### config.mk
export PLATFORM = sky130hd
export DESIGN_NAME = let_top
export DESIGN_NICKNAME = d
export VERILOG_FILES = /design/src/core/let_pkg.sv /design/src/core/let_top.sv
export VERILOG_INCLUDE_DIRS = /design/src /design/src/core
export SDC_FILE = /design/constraint.sdc
export NUM_CORES = 2
export LEC_CHECK = 0
export BUFFER_PORTS_ARGS = -buffer_cell sky130_fd_sc_hd__buf_2
export CAP_MARGIN = 25
export CORE_UTILIZATION = 40
export CTS_CLUSTER_DIAMETER = 60
export DETAILED_ROUTE_END_ITERATION = 6
export GPL_TIMING_DRIVEN = 0
export PLACE_DENSITY_LB_ADDON = 0.15
export SETUP_SLACK_MARGIN = 0.4
export SYNTH_ARGS = -nofsm -noshare
export SYNTH_HDL_FRONTEND = slang
export SYNTH_SLANG_ARGS = --single-unit
### constraint.sdc
create_clock -name clk -period 26.3 [get_ports clk]
set_input_delay 5.26 -clock clk [delete_from_list [all_inputs] [get_ports clk]]
set_output_delay 5.26 -clock clk [all_outputs]
set_load 0.02 [all_outputs]
### src/core/let_regs.svh
// register offsets, reset values and timing constants of the link timeout block
`ifndef LET_REGS_SVH
`define LET_REGS_SVH

// ------------------------------------------------------------
// register byte offsets
// ------------------------------------------------------------
`define LET_OFF_CTRL 8'h00
`define LET_OFF_STATUS 8'h04
`define LET_OFF_MASK 8'h08
`define LET_OFF_LOCAL_ED 8'h0C
`define LET_OFF_ED_VAL 8'h10
`define LET_OFF_INFO 8'h14

// ------------------------------------------------------------
// fields and reset values
// ------------------------------------------------------------
`define LET_CTRL_SHORT_RT 0
`define LET_INFO_ED_NS 0
`define LET_INFO_LOGGED 1
`define LET_CTRL_RST 32'h0000_0000
`define LET_MASK_RST 6'h00

// ------------------------------------------------------------
// timing
// ------------------------------------------------------------
`define LET_CLK_PERIOD_NS 20
`define LET_US_NS 1000
`define LET_TICK_CYC (`LET_US_NS / `LET_CLK_PERIOD_NS)
`define LET_MS_US 1000
`define LET_RT_LONG_MS 100
`define LET_RT_SHORT_US 100
`define LET_ED_DEF_MS 2000
`define LET_RT_SHORT_NS (`LET_RT_SHORT_US * `LET_US_NS)

`endif

### src/core/let_pkg.sv
// types shared by the link timeout block
package let_pkg;

  localparam int unsigned LET_NCH = 6;

  // timer channels
  typedef enum logic [2:0] {
    LET_CH_RT,
    LET_CH_SEQ,
    LET_CH_BUSY,
    LET_CH_ACK,
    LET_CH_EXPIRE,
    LET_CH_RA
  } let_ch_t;

  // timeout value as exchanged during login or in an accept payload
  typedef struct packed {
    logic [31:0] value;
    logic res_ns;
  } let_tov_t;

  // login result seen by the port
  typedef struct packed {
    logic valid;
    logic fabric;
    let_tov_t ed;
  } let_login_t;

  // answer to a read timeout value request
  typedef struct packed {
    logic valid;
    let_tov_t rt;
    let_tov_t ed;
  } let_rtv_t;

endpackage

### src/core/let_top.sv
// timeout engine for one serial-fabric port, with an AXI4-Lite register file
//
// Overview of operation
// - each timeout except the sequence, busy and acknowledgement deadlines runs at least its value and at most 20 percent longer.
// - receiver-transmitter timeout flags loss of synchronization, default 100 ms.
// - optional short 100 us receiver-transmitter timeout, advertised in login parameters.
// - error-detect timeout flags a missing response to a timed event.
// - error-detect timeout defaults to 2 s until login supplies one.
// - after fabric login adopt the fabric port's error-detect value.
// - point-to-point login: both ports use the longer offered error-detect value.
// - reported timeout values count 1 ms or 1 ns units per resolution flag.
// - next data frame of a sequence goes out within one error-detect period.
// - busy-answered class 2 frame is resent within one error-detect period.
// - each acknowledgement goes out within one error-detect period of its event.
// - other actions wait for the full error-detect timeout to expire.
// - resource-allocation timeout is twice the agreed error-detect value.
//
// Implementation choices: the placing of the registers and the AXI4-Lite slave port.
`timescale 1ns/1ps

`include "let_regs.svh"

module let_top
  import let_pkg::*;
#(
  parameter int unsigned TICK_CYC = `LET_TICK_CYC,
  parameter int unsigned RT_LONG_US = `LET_RT_LONG_MS * `LET_MS_US,
  parameter int unsigned ED_DEF_MS = `LET_ED_DEF_MS,
  parameter int unsigned TW = 42
)
(
  // clock and reset
  input wire logic clk,
  input wire logic rst_n,
  // AXI4-Lite slave
  input wire logic [7:0] s_axi_awaddr,
  input wire logic s_axi_awvalid,
  output logic s_axi_awready,
  input wire logic [31:0] s_axi_wdata,
  input wire logic [3:0] s_axi_wstrb,
  input wire logic s_axi_wvalid,
  output logic s_axi_wready,
  output logic [1:0] s_axi_bresp,
  output logic s_axi_bvalid,
  input wire logic s_axi_bready,
  input wire logic [7:0] s_axi_araddr,
  input wire logic s_axi_arvalid,
  output logic s_axi_arready,
  output logic [31:0] s_axi_rdata,
  output logic [1:0] s_axi_rresp,
  output logic s_axi_rvalid,
  input wire logic s_axi_rready,
  // link events
  input wire logic rx_sync,
  input wire logic seq_active,
  input wire logic tx_data_frame,
  input wire logic busy_pending,
  input wire logic tx_retry,
  input wire logic ack_pending,
  input wire logic tx_ack,
  input wire logic wait_run,
  input wire logic wait_start,
  input wire logic ra_run,
  input wire logic ra_start,
  // login and reporting
  input wire let_login_t login,
  input wire logic read_timeout_value_request,
  output let_rtv_t link_service_accept,
  output logic adv_short_rt,
  // expiry pulses and interrupt
  output logic [LET_NCH-1:0] expire,
  output logic irq
);

  // ------------------------------------------------------------
  // prescaler: one tick per microsecond
  // ------------------------------------------------------------
  logic [15:0] pre_q;
  wire tick = (pre_q == 16'(TICK_CYC - 1));

  always_ff @(posedge clk or negedge rst_n)
    if (!rst_n)
      pre_q <= 16'h0000;
    else
      pre_q <= tick ? 16'h0000 : pre_q + 16'h0001;

  // ------------------------------------------------------------
  // register state
  // ------------------------------------------------------------
  logic [31:0] ctrl_q;
  logic [LET_NCH-1:0] status_q;
  logic [LET_NCH-1:0] mask_q;
  logic [31:0] local_ed_q;
  let_tov_t ed_q;
  logic logged_q;

  wire short_rt = ctrl_q[`LET_CTRL_SHORT_RT];
  assign adv_short_rt = short_rt;

  // ------------------------------------------------------------
  // error-detect value in microseconds
  // ------------------------------------------------------------
  // ns counts round up so the timer never runs short
  function automatic logic [TW-1:0] to_us(let_tov_t t);
    logic [TW-1:0] r;
    r = '0;
    if (t.res_ns)
      r = (TW'(t.value) + TW'(999)) / TW'(1000);
    else
      r = TW'(t.value) * TW'(`LET_MS_US);
    return r;
  endfunction

  wire [TW-1:0] ed_us = to_us(ed_q);
  wire [TW-1:0] peer_us = to_us(login.ed);
  wire [TW-1:0] own_us = TW'(local_ed_q) * TW'(`LET_MS_US);
  wire let_tov_t own_tov = '{value: local_ed_q, res_ns: 1'b0};
  wire peer_longer = peer_us > own_us;
  wire let_tov_t login_pick = (login.fabric || peer_longer) ? login.ed : own_tov;

  always_ff @(posedge clk or negedge rst_n)
    if (!rst_n)
    begin
      ed_q <= '{value: 32'(ED_DEF_MS), res_ns: 1'b0};
      logged_q <= 1'b0;
    end
    else if (login.valid)
    begin
      ed_q <= login_pick;
      logged_q <= 1'b1;
    end

  // ------------------------------------------------------------
  // timer channels
  // ------------------------------------------------------------
  // one extra tick absorbs the phase of the free prescaler, so the
  // wait is never short and overshoots by under one microsecond
  wire [TW-1:0] rt_us = short_rt ? TW'(`LET_RT_SHORT_US) : TW'(RT_LONG_US);
  wire [TW-1:0] ed_up = (ed_us > TW'(1)) ? ed_us - TW'(1) : TW'(1);
  logic [TW-1:0] lim [LET_NCH];
  logic [LET_NCH-1:0] run;
  logic [LET_NCH-1:0] restart;

  assign lim[LET_CH_RT] = rt_us + TW'(1);
  assign lim[LET_CH_SEQ] = ed_up;
  assign lim[LET_CH_BUSY] = ed_up;
  assign lim[LET_CH_ACK] = ed_up;
  assign lim[LET_CH_EXPIRE] = ed_us + TW'(1);
  assign lim[LET_CH_RA] = (ed_us << 1) + TW'(1);

  assign run = {ra_run, wait_run, ack_pending, busy_pending, seq_active, ~rx_sync};
  assign restart = {ra_start, wait_start, tx_ack, tx_retry, tx_data_frame, rx_sync};

  logic [TW-1:0] cnt_q [LET_NCH];
  logic [LET_NCH-1:0] done_q;

  genvar g;
  generate
    for (g = 0; g < LET_NCH; g++)
    begin : g_tmr
      wire hit = run[g] && tick && !done_q[g] && (cnt_q[g] + TW'(1) >= lim[g]);
      assign expire[g] = hit && !restart[g];

      always_ff @(posedge clk or negedge rst_n)
        if (!rst_n)
        begin
          cnt_q[g] <= '0;
          done_q[g] <= 1'b0;
        end
        else if (restart[g] || !run[g])
        begin
          cnt_q[g] <= '0;
          done_q[g] <= 1'b0;
        end
        else if (tick && !done_q[g])
        begin
          cnt_q[g] <= cnt_q[g] + TW'(1);
          done_q[g] <= hit;
        end
    end
  endgenerate

  // ------------------------------------------------------------
  // AXI4-Lite write path
  // ------------------------------------------------------------
  logic aw_q;
  logic w_q;
  logic [7:0] awaddr_q;
  logic [31:0] wdata_q;
  logic [3:0] wstrb_q;
  logic bvalid_q;
  logic [1:0] bresp_q;

  assign s_axi_awready = !aw_q && !bvalid_q;
  assign s_axi_wready = !w_q && !bvalid_q;
  assign s_axi_bvalid = bvalid_q;
  assign s_axi_bresp = bresp_q;

  wire aw_hs = s_axi_awvalid && s_axi_awready;
  wire w_hs = s_axi_wvalid && s_axi_wready;
  wire [7:0] wa = aw_q ? awaddr_q : s_axi_awaddr;
  wire [31:0] wd = w_q ? wdata_q : s_axi_wdata;
  wire [3:0] ws = w_q ? wstrb_q : s_axi_wstrb;
  wire wr_go = (aw_q || aw_hs) && (w_q || w_hs);
  wire [31:0] wmask = {{8{ws[3]}}, {8{ws[2]}}, {8{ws[1]}}, {8{ws[0]}}};
  wire wr_ctrl = wr_go && (wa == `LET_OFF_CTRL);
  wire wr_stat = wr_go && (wa == `LET_OFF_STATUS);
  wire wr_mask = wr_go && (wa == `LET_OFF_MASK);
  wire wr_led = wr_go && (wa == `LET_OFF_LOCAL_ED);
  wire wr_hit = wr_ctrl || wr_stat || wr_mask || wr_led;
  wire [LET_NCH-1:0] w1c = wr_stat ? (wd[LET_NCH-1:0] & wmask[LET_NCH-1:0]) : '0;

  always_ff @(posedge clk or negedge rst_n)
    if (!rst_n)
    begin
      aw_q <= 1'b0;
      w_q <= 1'b0;
      awaddr_q <= 8'h00;
      wdata_q <= 32'h0000_0000;
      wstrb_q <= 4'h0;
      bvalid_q <= 1'b0;
      bresp_q <= 2'h0;
    end
    else
    begin
      if (aw_hs)
        awaddr_q <= s_axi_awaddr;
      if (w_hs)
      begin
        wdata_q <= s_axi_wdata;
        wstrb_q <= s_axi_wstrb;
      end
      aw_q <= wr_go ? 1'b0 : (aw_q || aw_hs);
      w_q <= wr_go ? 1'b0 : (w_q || w_hs);
      if (wr_go)
      begin
        bvalid_q <= 1'b1;
        bresp_q <= wr_hit ? 2'h0 : 2'h2;
      end
      else if (s_axi_bready)
        bvalid_q <= 1'b0;
    end

  // ------------------------------------------------------------
  // control, status and interrupt
  // ------------------------------------------------------------
  always_ff @(posedge clk or negedge rst_n)
    if (!rst_n)
    begin
      ctrl_q <= `LET_CTRL_RST;
      mask_q <= `LET_MASK_RST;
      local_ed_q <= 32'(ED_DEF_MS);
      status_q <= '0;
    end
    else
    begin
      if (wr_ctrl)
        ctrl_q <= (ctrl_q & ~wmask) | (wd & wmask & 32'h0000_0001);
      if (wr_mask)
        mask_q <= (mask_q & ~wmask[LET_NCH-1:0]) | (wd[LET_NCH-1:0] & wmask[LET_NCH-1:0]);
      if (wr_led)
        local_ed_q <= (local_ed_q & ~wmask) | (wd & wmask);
      // a new expiry wins over a clear in the same cycle
      status_q <= (status_q & ~w1c) | expire;
    end

  assign irq = |(status_q & mask_q);

  // ------------------------------------------------------------
  // AXI4-Lite read path
  // ------------------------------------------------------------
  logic rvalid_q;
  logic [31:0] rdata_q;
  logic [1:0] rresp_q;

  assign s_axi_arready = !rvalid_q;
  assign s_axi_rvalid = rvalid_q;
  assign s_axi_rdata = rdata_q;
  assign s_axi_rresp = rresp_q;

  wire ar_hs = s_axi_arvalid && s_axi_arready;
  wire [31:0] info = {30'h0, logged_q, ed_q.res_ns};
  wire rd_hit = (s_axi_araddr <= `LET_OFF_INFO) && (s_axi_araddr[1:0] == 2'h0);
  wire [31:0] rd_mux =
    (s_axi_araddr == `LET_OFF_CTRL) ? ctrl_q :
    (s_axi_araddr == `LET_OFF_STATUS) ? 32'(status_q) :
    (s_axi_araddr == `LET_OFF_MASK) ? 32'(mask_q) :
    (s_axi_araddr == `LET_OFF_LOCAL_ED) ? local_ed_q :
    (s_axi_araddr == `LET_OFF_ED_VAL) ? ed_q.value :
    (s_axi_araddr == `LET_OFF_INFO) ? info : 32'h0000_0000;

  always_ff @(posedge clk or negedge rst_n)
    if (!rst_n)
    begin
      rvalid_q <= 1'b0;
      rdata_q <= 32'h0000_0000;
      rresp_q <= 2'h0;
    end
    else if (ar_hs)
    begin
      rvalid_q <= 1'b1;
      rdata_q <= rd_mux;
      rresp_q <= rd_hit ? 2'h0 : 2'h2;
    end
    else if (s_axi_rready)
      rvalid_q <= 1'b0;

  // ------------------------------------------------------------
  // timeout value report
  // ------------------------------------------------------------
  // sub-millisecond values only fit in ns units
  wire let_tov_t rt_rep = short_rt ? '{value: 32'(`LET_RT_SHORT_NS), res_ns: 1'b1} :
    (RT_LONG_US % `LET_MS_US == 0) ? '{value: 32'(RT_LONG_US / `LET_MS_US), res_ns: 1'b0} :
    '{value: 32'(RT_LONG_US * `LET_US_NS), res_ns: 1'b1};

  always_ff @(posedge clk or negedge rst_n)
    if (!rst_n)
      link_service_accept <= '0;
    else
    begin
      link_service_accept.valid <= read_timeout_value_request;
      if (read_timeout_value_request)
      begin
        link_service_accept.rt <= rt_rep;
        link_service_accept.ed <= ed_q;
      end
    end
endmodule

### After elaboration in Yosys (flattened, before gate mapping)

Index checks and enable logic that the tools add are counted.

* flip-flop bits (word level): 535
* input bits: 106
* output and inout bits: 116
* logic and storage cells: 220

* $add $sub $neg: 13
* multiply operators: 3
* divide/modulo/power cells: 2
* order comparisons: 9
* equality and inequality tests: 9
* mux-type cells: 49
* bitwise logic cells: 15
* reductions and logical operators: 85

Operators by type and width (count)
* $mux W42: 15
* $add A42 B1 Y42 const B: 8
* $ge A42 B42 Y1: 5
* $mux W32: 6
* $mul A32 B7 Y39 const B: 3
* $and A32 B32 Y32: 3
* $div A42 B10 Y42 const B: 2
* $add A32 B10 Y33 const B: 2
* $ge A42 B18 Y1: 1
* $gt A42 B1 Y1 const B: 1
* $gt A42 B42 Y1: 1
* $sub A42 B1 Y42 const B: 1
* $logic_and A1 B1 Y1: 41
* $mux W33: 1
* $eq A8 B4 Y1 const B: 4
* $not A32 Y32: 1
* $or A32 B1 Y32: 1
* $or A32 B32 Y32: 1
* $and A6 B6 Y6: 4
* $logic_not A1 Y1: 21
* $add A17 B1 Y18 const B: 1
* $mux W1: 18
* $mux W18: 1
* $mux W17: 1
* 18 further kinds: 42

### Depth between registers and ports, before layout

* depth in word-level cells: 10
* gate-level depth with buffers: 103

### Least setup slack after synthesis

Ideal clock, no wire load.

* kind: reg-to-output
* start point: register ed_q[8] (netlist bit)
* end point: output expire[1]
* arrival: 21.097 ns
* path slack: -0.057 ns
* stages on the path, launching flop included: 97
* path buffers: 7
* cell sequence: dfstp_2 > inv_1 > ha_1 > nor3b_1 > nor4_4 > nand4_2 > xnor2_2 > o211ai_1 > or2_1 > a22oi_4 > mux2i_1 > a211oi_1 > nor4_2 > a31oi_4 > o21a_1 > buf_4 > or4_4 > a21oi_4 > [61 not listed] > nor2b_1 > o21ai_0 > nand2b_1 > a21oi_1 > nor2b_1 > o21ai_0 > nand2b_1 > a21oi_1 > nor2b_1 > o21ai_0 > nand2b_1 > maj3_1 > a21oi_1 > a2111oi_0 > o21ai_1 > a211o_1 > a311o_1 > inv_1

* word-level cells in the longest chain between the ends: 8
* elaborated cells between the ends (all ways): 10
* those cells by class: add/sub: 2; mul: 1; div: 1; order compare: 2; mux: 2; reduce/logical: 2

RTL lines
* start: declaration: line let_top.sv:94 `let_tov_t ed_q;`
* start signal: assignment: line let_top.sv:124 `ed_q <= '{value: 32'(ED_DEF_MS), res_ns: 1'b0};`
* start signal: assignment: line let_top.sv:129 `ed_q <= login_pick;`
* $add A32 B10 Y33: line let_top.sv:108 `r = (TW'(t.value) + TW'(999)) / TW'(1000);`
* $div A42 B10 Y42: line let_top.sv:108
* $mux W42 (*): line let_top.sv:107 `if (t.res_ns)`
* $sub A42 B1 Y42 or $gt A42 B1 Y1 (tied branches): line let_top.sv:139 `wire [TW-1:0] ed_up = (ed_us > TW'(1)) ? ed_us - TW'(1) : TW'(1);`
* $mux W42 (*): line let_top.sv:139
* $ge A42 B42 Y1 (*): line let_top.sv:161 `wire hit = run[g] && tick && !done_q[g] && (cnt_q[g] + TW'(1) >= lim[g]);`
* $logic_and A1 B1 Y1 (*): line let_top.sv:161
* $logic_and A1 B1 Y1 (*): line let_top.sv:162 `assign expire[g] = hit && !restart[g];`
* end: declaration: line let_top.sv:71 `output logic [LET_NCH-1:0] expire,`

Every way passes the cells marked *; elsewhere a longest branch is shown, timed or not.

### Worst setup path in the final report

* start point: register ed_q[7] (netlist bit)
* end point: output expire[1]

Same word-level chain as after synthesis.

==> results.ini <==
[status]
status = complete, but fails checks
violations = setup timing

[logic_synthesis]
yosysTopAreaCellShare_pct = 19.8
ys_top_cells_by_count = 627 x nor2_1, 595 x nand2_1, 532 x ha_1, 491 x dfrtp_1, 440 x xor2_1
synth-compound-area-share_pct = 18.0
syn_inst = 6916
synthMuxAreaShare_pct = 5.14
yosys_warnings = 0
yosys.cell_count.top_type = nor2_1
synth_fa_ha_area_share_pct = 22.4
synth_largest_area_cell = dfrtp_1
syn_area_per_cell_um2 = 8.96
synthDistinctLibCells = 171
ys_ff_latch = 503
async_flop_share_pct = 100
synth_xor_area_share_pct = 11.7
synth_simple_gate_area_share_pct = 18.8
synth_edf_count = 0
synth_seq_area_share_pct = 20.3
synth_area_um2 = 62000
synth_top_flop_cell = dfrtp_1
synthTopCellsByArea = dfrtp_1 20%, fa_1 11%, ha_1 11%, xor2_1 6.2%, xnor2_1 5.0%
synth_top_family_by_area = adder cells

[finish]
drive_gt1_share_pct = 19.7
multi_input_area_um2 = 50300
fillers = 14698
post-route-util_pct = 47.8
post-route-cell-area_um2 = 73700
final_cells = 9604
regArea_um2 = 12700
syn_to_final_growth_pct = 18.9
final_nets = 8493

[worst_setup_path]
cp_max_fo = 8
crit_type = reg -> out
rr_endpoint = status_q[2]
crit_top_cell = buf_6
worst_ep_arrival_time_ps = 22230
cp-end-kind = primary output
r2r-start = ed_q[7]
r2r_cells = 107
cp.required_ps = 21040
crit_slowest_cell = dfstp_4
r2r_setup_slack_ps = 4490
cp-start-kind = flop
startpoint = ed_q[7]
max_stage_delay_ps = 630

[place]
dpl-instance-area_um2 = 66100
place.gp.congestion = 0.905
io_buffers = 190
place_inst = 9190
hpwl_um = 154000

[floorplan]
rows = 144
ioPinCount = 222
die-height_um = 396
initial_core_util_pct = 40.2
die-area_um2 = 157000
core-area_um2 = 154000
fp.dieW_um = 396

[route]
drc = 0
drt-total-wl_um = 199000
first_pass_iters = 6
via_per_inst = 5.71
dr_total_vias = 54839
drtAntennaViolNets = 0
drt_iter0_markers = 3767
routedWlPerCell_um = 20.8

[grt]
grt_pass1_vias = 52918
grtUsageMet2_pct = 38.4
track_usage_pct = 24.7
grt_use_met1_pct = 35.8
grt_overflow = 0
grt_max_degree = 118
use_met3_pct = 4.27
antenna_found_initial = 28
grt_pass1_wl_um = 309000
grt_busiest_layer = met2

[timing]
fin_crit_sh_pct = 105
fmax_ghz = 0.0364
setup_viol = 4
maxSlewHeadroom_pct = 13.8
fin_worst_skew_ps = 63.1
tightest_slew_ps = 1280
grt_setup_unrepaired = true
finalCriticalPeriod_ps = 27490
finalHoldViolations = 0
fin_hold_ws_ps = 477
layout_setup_ws_ps = -1190
maxSlewViolCount = 0

[hold_path]
holdCritStartpoint = pre_q[15]
hold_depth = 1
hold_end = pre_q[15]
hold_class = reg -> reg

[clock_network]
cts.clk_slew.worst_paths_ps = 70
clk-insertion-delay-late_ps = 690
cts_buffers = 59
clockBufferDepth = 3
cts_tree = yes
htreeDepth = 2
root_buffer = clkbuf_16
cts.sinks = 503

[flow_run]
drv_cap = 0

metrics by stage:
step | TNS, ps | setup WS, ps
after global placement | -65180 | -5660
after global routing | -7620 | -2080
final | -4130 | -1190
after CTS | -2720 | -863
after detailed placement | -36400 | -5820
after floorplan | 0 | 447
worst max-delay path, delay by kind of cell, from the launching register on:
| family | cells | cell delay, ps |
|---|---|---|
| muxes | 4 | 1680 |
| AOI/OAI and AO/OA | 44 | 8580 |
| DFF | 1 | 630 |
| buffers and inverters | 23 | 3420 |
| xor gates and xnor gates | 3 | 520 |
| and+or+nand+nor | 31 | 5810 |
| adders and majority gates | 4 | 820 |
worst max-delay path by stage:
stage,to,depth (start not counted)
after floorplan,expire[1],97
after global placement,expire[3],95
after detailed placement,expire[3],96
after CTS,expire[3],102
after global routing,expire[1],111
final,expire[1],109
cell usage in the layout (no fill, tap or decap), drive strengths merged, types with 18 or more instances in the layout:
cell	instances
xor2	443
conb	26
or2	40
fa	354
nor3	124
clkinv	18
nand2b	85
o21ai	302
o21bai	59
nor4	52
nand3	217
nor2	637
o211ai	54
a211oi	56
a22oi	52
mux2i	115
a21oi	431
a31oi	71
o2111ai	26
clkbuf	222
nand4	112
nor2b	90
nand2	600
o22ai	37
and3	197
a221oi	19
o21a	41
and2	66
o31a	18
ha	532
o31ai	50
xnor2	371
inv	247
a21o	90
mux2	169
buf	594
or3	62
dfrtp	491
cell families after synthesis:
| family | count (synthesis) |
|---|---|
| adder cells (fa/ha/maj) | 903 |
| AND/OR/NAND/NOR | 2350 |
| AO/OA/AOI/OAI | 1569 |
| buffers and inverters | 491 |
| XOR/XNOR | 814 |
| flip-flops | 503 |
| multiplexers | 285 |
| other | 1 |
metal layers:
| metal | wire length [µm] | vias up |
|---|---|---|
| met3 | 13400 | 244 |
| met1 | 93400 | 27140 |
| met2 | 88300 | 1439 |
| li1 | - | 25992 |
| met4 | 4170 | 24 |
| met5 | 159 | - |
state kept, by name (all words and copies together) (netlist names), 4 cells and up, named ones only:
name	count
awaddr_q	8
cnt_q	252
ctrl_q	31
done_q	6
ed_q	33
link_service_accept	37
pre_q	16
s_axi_rdata	32
status_q	6
wdata_q	32
wstrb_q	4
cell type report:
cell class / count / share of cell area [%]
Antenna cell: 8 / 0.0272
Buffer: 245 / 1.91
Clock buffer: 74 / 2.22
Clock inverter: 38 / 0.720
Inverter: 246 / 1.28
Multi-Input combinational cell: 5947 / 68.2
Sequential cell: 503 / 17.2
Tap cell: 2044 / 3.47
Timing Repair Buffer: 499 / 4.91
what timing repair did:
action,in CTS,in global routing
setup buffers,175,116
hold buffers,0,0
gates resized for setup,379,249
endpoints found under the setup margin,36,38
pin swaps,150,133
Power is not shown: default switching activity piles up to over one toggle a cycle in this logic, so the estimate is an artifact.
